**config.mk**
```make
export PLATFORM = sky130hd
export DESIGN_NAME = acc_load_instructions
export DESIGN_NICKNAME = d
export VERILOG_FILES = /design/src/core/acc_load_pkg.sv /design/src/core/acc_load_instructions.sv
export SDC_FILE = /design/constraint.sdc
export NUM_CORES = 1
export LEC_CHECK = 0
export BUFFER_PORTS_ARGS = -buffer_cell sky130_fd_sc_hd__buf_2
export CORE_MARGIN = 2
export CORE_UTILIZATION = 41
export CTS_CLUSTER_SIZE = 8
export DETAILED_ROUTE_END_ITERATION = 10
export GPL_TIMING_DRIVEN = 0
export PLACE_DENSITY = 0.78
export REMOVE_ABC_BUFFERS = 1
export SKIP_LAST_GASP = 1
export SLEW_MARGIN = 10
export SYNTH_ARGS = -nofsm -noshare
export SYNTH_HDL_FRONTEND = slang
export SYNTH_SLANG_ARGS = --single-unit
```
**constraint.sdc**
```tcl
create_clock -name CORE_CLK -period 1.26 [get_ports CORE_CLK]
set_input_delay 0.063 -clock CORE_CLK [delete_from_list [all_inputs] [get_ports CORE_CLK]]
set_output_delay 0.063 -clock CORE_CLK [all_outputs]
set_load 0.02 [all_outputs]
```
**src/core/acc_load_pkg.sv**
```systemverilog
// Opcodes, field positions and reset values for the accumulator load instructions.
package acc_load_pkg;
  localparam int          INSTR_W        = 10;
  localparam int          NIB_W          = 4;
  localparam logic [9:0]  OPC_WAKE_ONE   = 10'h25B;
  localparam logic [9:0]  OPC_WAKE_TWO   = 10'h25A;
  localparam logic [9:0]  OPC_LCD_ONE    = 10'h24A;
  localparam logic [9:0]  OPC_MEM_LOAD   = 10'h2C0;
  localparam logic [9:0]  OPC_MEM_MASK   = 10'h3F0;
  localparam int          IMM_LSB        = 0;
  localparam logic [3:0]  ACC_RST        = 4'h0;
  localparam logic [3:0]  MEMFILE_RST    = 4'h0;
  localparam int          EXEC_CYCLES    = 1;

  typedef enum logic [2:0] {
    OP_NONE,
    OP_WAKE_ONE,
    OP_WAKE_TWO,
    OP_LCD_ONE,
    OP_MEM_LOAD
  } op_t;
endpackage : acc_load_pkg

```
**src/core/acc_load_instructions.sv**
```systemverilog
// Decoder and executor for the single-cycle accumulator load instructions.
//
// Behaviour
// - Wakeup-control-one read opcode copies wakeup control register one into accumulator, one cycle.
// - Wakeup-control-two read copies wakeup control register two into accumulator, one cycle.
// - LCD-control-one read loads accumulator from LCD control register one, one cycle.
// - Memory-load opcode copies the nibble at the data pointer into accumulator, one cycle.
// - Memory-load also XORs memory-file register with its 4-bit immediate, any value 0-15.
`timescale 1ns/1ns
module acc_load_instructions (
  input  wire logic       CORE_CLK,
  input  wire logic       SYS_RST,
  input  wire logic       CE,
  input  wire logic       INSTR_VALID,
  input  wire logic [9:0] INSTR,
  input  wire logic [3:0] WAKEUP_CTRL_ONE,
  input  wire logic [3:0] WAKEUP_CTRL_TWO,
  input  wire logic [3:0] LCD_CTRL_ONE,
  input  wire logic [3:0] MEM_RDATA,
  input  wire logic       ACC_WR,
  input  wire logic [3:0] ACC_WDATA,
  input  wire logic       MEMFILE_WR,
  input  wire logic [3:0] MEMFILE_WDATA,
  output logic      [3:0] ACC,
  output logic      [3:0] MEMFILE,
  output logic            DONE,
  output logic            SKIP_NEXT,
  output logic            CARRY_WE
);

  // ==========================================================================
  // Decode
  // ==========================================================================

  acc_load_pkg::op_t op;
  logic [3:0]        imm;

  // Classifies the current instruction word into one of the handled loads.
  always_comb begin
    op  = acc_load_pkg::OP_NONE;
    imm = INSTR[acc_load_pkg::IMM_LSB +: acc_load_pkg::NIB_W];
    if (INSTR_VALID) begin
      if (INSTR == acc_load_pkg::OPC_WAKE_ONE) begin
        op = acc_load_pkg::OP_WAKE_ONE;
      end else if (INSTR == acc_load_pkg::OPC_WAKE_TWO) begin
        op = acc_load_pkg::OP_WAKE_TWO;
      end else if (INSTR == acc_load_pkg::OPC_LCD_ONE) begin
        op = acc_load_pkg::OP_LCD_ONE;
      end else if ((INSTR & acc_load_pkg::OPC_MEM_MASK) == acc_load_pkg::OPC_MEM_LOAD) begin
        op = acc_load_pkg::OP_MEM_LOAD;
      end
    end
  end

  // ==========================================================================
  // Execute
  // ==========================================================================

  logic [3:0] acc_q;
  logic [3:0] acc_d;
  logic [3:0] memfile_q;
  logic [3:0] memfile_d;
  logic       done_q;
  logic       done_d;

  // Computes the next accumulator and memory-file values; a decoded load wins over a core write.
  always_comb begin
    acc_d     = acc_q;
    memfile_d = memfile_q;
    done_d    = 1'h0;
    if (ACC_WR) begin
      acc_d = ACC_WDATA;
    end
    if (MEMFILE_WR) begin
      memfile_d = MEMFILE_WDATA;
    end
    case (op)
      acc_load_pkg::OP_WAKE_ONE: begin
        acc_d  = WAKEUP_CTRL_ONE;
        done_d = 1'h1;
      end
      acc_load_pkg::OP_WAKE_TWO: begin
        acc_d  = WAKEUP_CTRL_TWO;
        done_d = 1'h1;
      end
      acc_load_pkg::OP_LCD_ONE: begin
        acc_d  = LCD_CTRL_ONE;
        done_d = 1'h1;
      end
      acc_load_pkg::OP_MEM_LOAD: begin
        acc_d     = MEM_RDATA;
        memfile_d = memfile_q ^ imm;
        done_d    = 1'h1;
      end
      default: begin
        done_d = 1'h0;
      end
    endcase
  end

  // Registers the execution state; clock enable low freezes everything except a reset, which still loads the reset values.
  always_ff @(posedge CORE_CLK) begin
    if (SYS_RST) begin
      acc_q     <= acc_load_pkg::ACC_RST;
      memfile_q <= acc_load_pkg::MEMFILE_RST;
      done_q    <= 1'h0;
    end else if (CE) begin
      acc_q     <= acc_d;
      memfile_q <= memfile_d;
      done_q    <= done_d;
    end
  end

  // Carry and skip are never requested by these loads, so both stay low from reset.
  logic skip_q;
  logic skip_d;
  logic carry_we_q;
  logic carry_we_d;

  // No load asks for the next instruction to be skipped or for a carry update.
  always_comb begin
    skip_d     = 1'h0;
    carry_we_d = 1'h0;
  end

  // Registers the skip and carry requests under the same reset and enable as the rest.
  always_ff @(posedge CORE_CLK) begin
    if (SYS_RST) begin
      skip_q     <= 1'h0;
      carry_we_q <= 1'h0;
    end else if (CE) begin
      skip_q     <= skip_d;
      carry_we_q <= carry_we_d;
    end
  end

  // Every output comes straight from its register.
  assign ACC       = acc_q;
  assign MEMFILE   = memfile_q;
  assign DONE      = done_q;
  assign SKIP_NEXT = skip_q;
  assign CARRY_WE  = carry_we_q;

  // ==========================================================================
  // Checks
  // ==========================================================================

  // Opcode match worked out apart from the decoder, so the checks do not lean on it.
  logic load_opc;

  assign load_opc = INSTR_VALID && (INSTR == acc_load_pkg::OPC_WAKE_ONE || INSTR == acc_load_pkg::OPC_WAKE_TWO
                    || INSTR == acc_load_pkg::OPC_LCD_ONE
                    || (INSTR & acc_load_pkg::OPC_MEM_MASK) == acc_load_pkg::OPC_MEM_LOAD);
endmodule : acc_load_instructions

```
==> results of run 1 <==
-- metrics by stage --
stage          total power [mW]  instances  setup WS (ps)  hold WS [ps]  setup TNS (ps)
4_1_cts                   0.760        164            182          84.4               0
3_5_place_dp              0.523        160           -103           366            -689
3_3_place_gp              0.517        160          -77.0           359            -488
5_1_grt                   0.793        164           30.5          86.5               0
6_report                  0.751        164            172          87.0               0
2_1_floorplan             0.417         87            156           125               0
-- final cells by class --
class                   count  area (sq um)  area share [%]
multi-input cells          78           564            54.1
repair buffers             48           240            23.0
flip-flops and latches      9           180            17.3
well taps                  25          31.3            3.00
clock buffers               4          26.3            2.52
-- registers in the layout, indices dropped and copies added (netlist names) --
register  cells
MEMFILE       4
DONE          1
ACC           4
-- synthesized netlist by cell type, types with 3 or more instances --
cell type,n
a21o_1,4
a21oi_1,4
a21oi_2,4
a22oi_1,3
buf_4,4
dfxtp_1,9
mux2_2,3
nand2_1,8
nand3b_1,4
nand4_1,7
nor2_1,6
nor4bb_1,3
o211ai_1,3
o21ai_0,4
o21ai_1,5
-- worst max path at each step --
| stage | slack, ps | endpoint |
|---|---|---|
| 2_1_floorplan | 160 | ACC[1]$_SDFFE_PP0P_ |
| 3_3_place_gp | -80 | ACC[1]$_SDFFE_PP0P_ |
| 3_5_place_dp | -100 | MEMFILE[0]$_SDFFE_PP0P_ |
| 4_1_cts | 180 | ACC[1]$_SDFFE_PP0P_ |
| 5_1_grt | 30 | MEMFILE[3]$_SDFFE_PP0P_ |
| 6_report | 170 | ACC[1]$_SDFFE_PP0P_ |
-- layer usage --
layer  GRT usage, %  wire [um]  up-vias
li1               -          -      448
met1           23.1        891      407
met2           39.5       1060       32
met3           4.07        138        2
met4           6.49         15        0
met5              0          0        -
-- logic make-up (layout without fill, tap and decap cells) --
group / Yosys count / in the layout / synth area share (%)
buf+inv: 7 / 52 / 7.21
other cells: 1 / 2 / 0.470
compound gates: 32 / 32 / 31.0
mux: 4 / 4 / 5.64
flops: 9 / 9 / 22.6
simple gates: 40 / 40 / 33.1
-- worst reg2reg max path: cells and delay by family (launching register included) --
family | cells | cell delay, ps
simple gates | 1 | 150
flops | 1 | 320
compound gates | 2 | 300
-- power breakdown --
group | internal, mW | total, mW | switching, mW
clock network | 0.122 | 0.234 | 0.112
registers | 0.297 | 0.303 | 0.00611
logic | 0.102 | 0.214 | 0.112
total | 0.521 | 0.751 | 0.230
==> flow_summary.toml, run 1 <==
[grt]
grt_pass1_vias = 872
grt_pass1_wl_um = 3370
grt_max_degree = 12
grt_util_all_layers_pct = 20.8
antenna_found_initial = 0
overflow = 0

[sta]
rsz0062_at_grt = "no"
setup_viol = 0
final_hold_viol_count = 0
fin_crit_ps = 1090
finalCritPeriodShare_pct = 86.4
finClkSkew_ps = 0
clock.fmax_ghz = 0.919
drv_slew = 0

[critical_path]
crit_cells = 6
worst_ep_required_time_ps = 1440
path_max_fanout = 9
cp_top_family = "simple AND/OR/NAND/NOR gates"
cp-startpoint = "INSTR[4]"
cpMaxStageDelayCell = "and3b_1"
reg2reg_slack_ps = 420
crit_chain = "buf_2 -> and3b_1 -> a311oi_4 -> nor2_2 -> nor2_1 -> a311oi_2"
r2r_end = "MEMFILE[0]$_SDFFE_PP0P_"
r2r_start = "MEMFILE[0]$_SDFFE_PP0P_"
crit_arrival_ps = 1270
reg2reg_depth = 3
cp_num_buf_inv = 1
critPathLaunchType = "primary input"
cp-end-kind = "flop"
critPathKind = "in -> reg"
slowest_delay_ps = 430

[routing]
antenna_left = 0
drtPass1Iterations = 4
post-route-drc-count = 0
viasPerCell = 5.42
vias = 889
avgRoutedWirePerCell_um = 12.8
drt_iter0_drc = 13
routed_wl_um = 2110

[layout]
mostFrequentLayoutCells = "buf_2 (48), dfxtp_1 (9), nand2_1 (8)"
n_fill_cell = 186
area_growth_pct = 30.6
utilization_pct = 58.5
drive_gt1_share_pct = 48.9
layout_commonest_cell = "buf_2"
n_antenna_cell = 0
nets = 180
final_cell_area_sq_um = 1040

[synthesis]
yosys.area.top_type_share_pct = 22.6
synth_area_leaders = "dfxtp_1 (23%), nand4_1 (5.5%), a21oi_2 (4.4%), mux2_2 (4.2%), nor4bb_1 (3.8%)"
netlist_area_sq_um = 798
yosys.cell_types.count = 34
yosysWarnings = 0
yosysTopAreaCell = "dfxtp_1"
synth_edf_count = 0
synth_top_flop_cell = "dfxtp_1"
async_reset_ff_share_pct = 0
avgSynthCellArea_sq_um = 8.58
synth.yosys.seq_area_share_pct = 22.6
netlist_instances = 93
ys_ff_latch = 9

[hold_path]
hp-class = "in -> reg"
hold_end = "DONE$_SDFFE_PP0P_"
min_from = "CE"
whs_path_depth = 3

[die]
die_y_um = 48.1
coreArea_sq_um = 1780
io_pins = 51
num_rows = 15
start_util_pct = 44.8
die-area_sq_um = 2320
die_w_um = 48.1

[placement]
port_buffers = 48
placed_cell_area_sq_um = 1020
gp_congestion = 0.826
hpwl_um = 1760

[cts]
clk_latency_ps = 260
cts_tree = "done"
cts_hold_buf = 0
cts.clk_slew.worst_paths_ps = 70
htreeDepth = 1
post-cts-setup-buffers = 0
root_buffer = "clkbuf_4"
cts_resized = 0
cts_buffers = 3
cts.path.max_buffers = 2
cts.sinks = 9

[flow_run]
max-cap-violations = 0

[outcome]
run_status = "complete, no violations"

[power]
power.density_nw_per_um2 = 720
peakVddDrop_v = 0.000431
power_leakage_nw = 0.445
(Power assumes the default switching activity.)
==> run 2: changes to the inputs <==
--- a/config.mk
+++ b/config.mk
@@ -11,6 +11,7 @@
 export CTS_CLUSTER_SIZE = 8
 export DETAILED_ROUTE_END_ITERATION = 10
 export GPL_TIMING_DRIVEN = 0
+export HOLD_SLACK_MARGIN = 0.12
 export PLACE_DENSITY = 0.78
 export REMOVE_ABC_BUFFERS = 1
 export SKIP_LAST_GASP = 1
==> flow_summary.toml, run 2 (synthesis results as in run 1) <==
[die]
die_y_um = 48.1
io_pins = 51
die_w_um = 48.1
start_util_pct = 44.8
num_rows = 15
die-area_sq_um = 2320
coreArea_sq_um = 1780

[hold_path]
hp-class = "in -> reg"

[critical_path]
path_max_fanout = 5
critPathLaunchType = "primary input"
worst_ep_required_time_ps = 1440
crit_arrival_ps = 1340
critPathKind = "in -> reg"
reg2reg_slack_ps = 420
cp-end-kind = "flop"

[routing]
avgRoutedWirePerCell_um = 12.8
drt_iter0_drc = 14
post-route-drc-count = 0
antenna_left = 0
viasPerCell = 5.40
vias = 901
routed_wl_um = 2140
drtPass1Iterations = 4

[grt]
grt_pass1_wl_um = 3440
global_route.usage.met2_pct = 40.5
met1_usage_pct = 23.3
grt_busiest_layer = "met2"
antenna_found_initial = 0
grt_util_all_layers_pct = 21.2
grt_max_degree = 12
overflow = 0
gr-usage-met3_pct = 4.07
grt_pass1_vias = 894

[sta]
worst_slack_ps = 100
drv_slew = 0
clock.fmax_ghz = 0.862
finClkSkew_ps = 0
rsz0062_at_grt = "no"
fin_crit_ps = 1160
final_hold_viol_count = 0
setup_viol = 0
worst_hold_slack_ps = 139
finalCritPeriodShare_pct = 92.0

[cts]
cts.clk_slew.worst_paths_ps = 70
cts_tree = "done"
htreeDepth = 1
clk_latency_ps = 260
cts.path.max_buffers = 2
post-cts-setup-buffers = 0
cts_buffers = 3
cts.sinks = 9
root_buffer = "clkbuf_4"

[placement]
port_buffers = 48
placed_cell_area_sq_um = 1020
gp_congestion = 0.826
dp_slack_ps = -103
hpwl_um = 1760

[layout]
utilization_pct = 60.4
area_growth_pct = 34.8
drive_gt1_share_pct = 48.6
nets = 183
final_cell_area_sq_um = 1080
layout_commonest_cell = "buf_2"
mostFrequentLayoutCells = "buf_2 (48), dfxtp_1 (9), nand2_1 (8)"
n_antenna_cell = 0

[outcome]
run_status = "complete, no violations"

[flow_run]
max-cap-violations = 0

[power]
power_leakage_nw = 0.458
power.density_nw_per_um2 = 705
peakVddDrop_v = 0.000433
finalPower_mw = 0.759
[run 2: timing repair]
action                                  4_1_cts  5_1_grt
endpoints found under the hold margin         5        0
resized for setup                             0        1
hold buffers                                  3        0
endpoints found under the setup margin        0        2
[run 2: area by class of cell]
| type | count | area, sq um |
|---|---|---|
| clock buffer | 4 | 26.3 |
| fill | 182 | 707 |
| multi-input combinational | 78 | 568 |
| sequential | 9 | 180 |
| tap | 25 | 31.3 |
| timing repair buffer | 51 | 270 |
[run 2: final timing paths]
kind / start / to / depth (start not counted)
setup reg to reg: MEMFILE[0]$_SDFFE_PP0P_ / MEMFILE[0]$_SDFFE_PP0P_ / 3
hold reg to reg: ACC[2]$_SDFFE_PP0P_ / ACC[2]$_SDFFE_PP0P_ / 2
setup / recovery: CE / ACC[1]$_SDFFE_PP0P_ / 6
hold / removal: MEMFILE_WDATA[0] / MEMFILE[0]$_SDFFE_PP0P_ / 4
[run 2: critical path: stages]
cell,delay (ps)
dlygate4sd3_1,520
buf_2,150
o21ai_2,90
nor2_2,220
nor2_1,80
a311oi_2,220
[run 2: stage by stage]
stage / setup TNS, ps / instances
6_report: 0 / 167
5_1_grt: 0 / 167
2_1_floorplan: 0 / 87
3_5_place_dp: -689 / 160
4_1_cts: 0 / 167
3_3_place_gp: -488 / 160
[run 2: layer usage]
layer / wire length, um / vias to the layer above
met3: 136 / 2
li1: - / 455
met4: 15 / 0
met1: 904 / 412
met2: 1080 / 32
met5: 0 / -
[run 2: power breakdown]
part / switching [mW] / internal [mW] / total, mW
sequential: 0.00611 / 0.297 / 0.303
clock: 0.111 / 0.122 / 0.234
combinational: 0.114 / 0.109 / 0.222
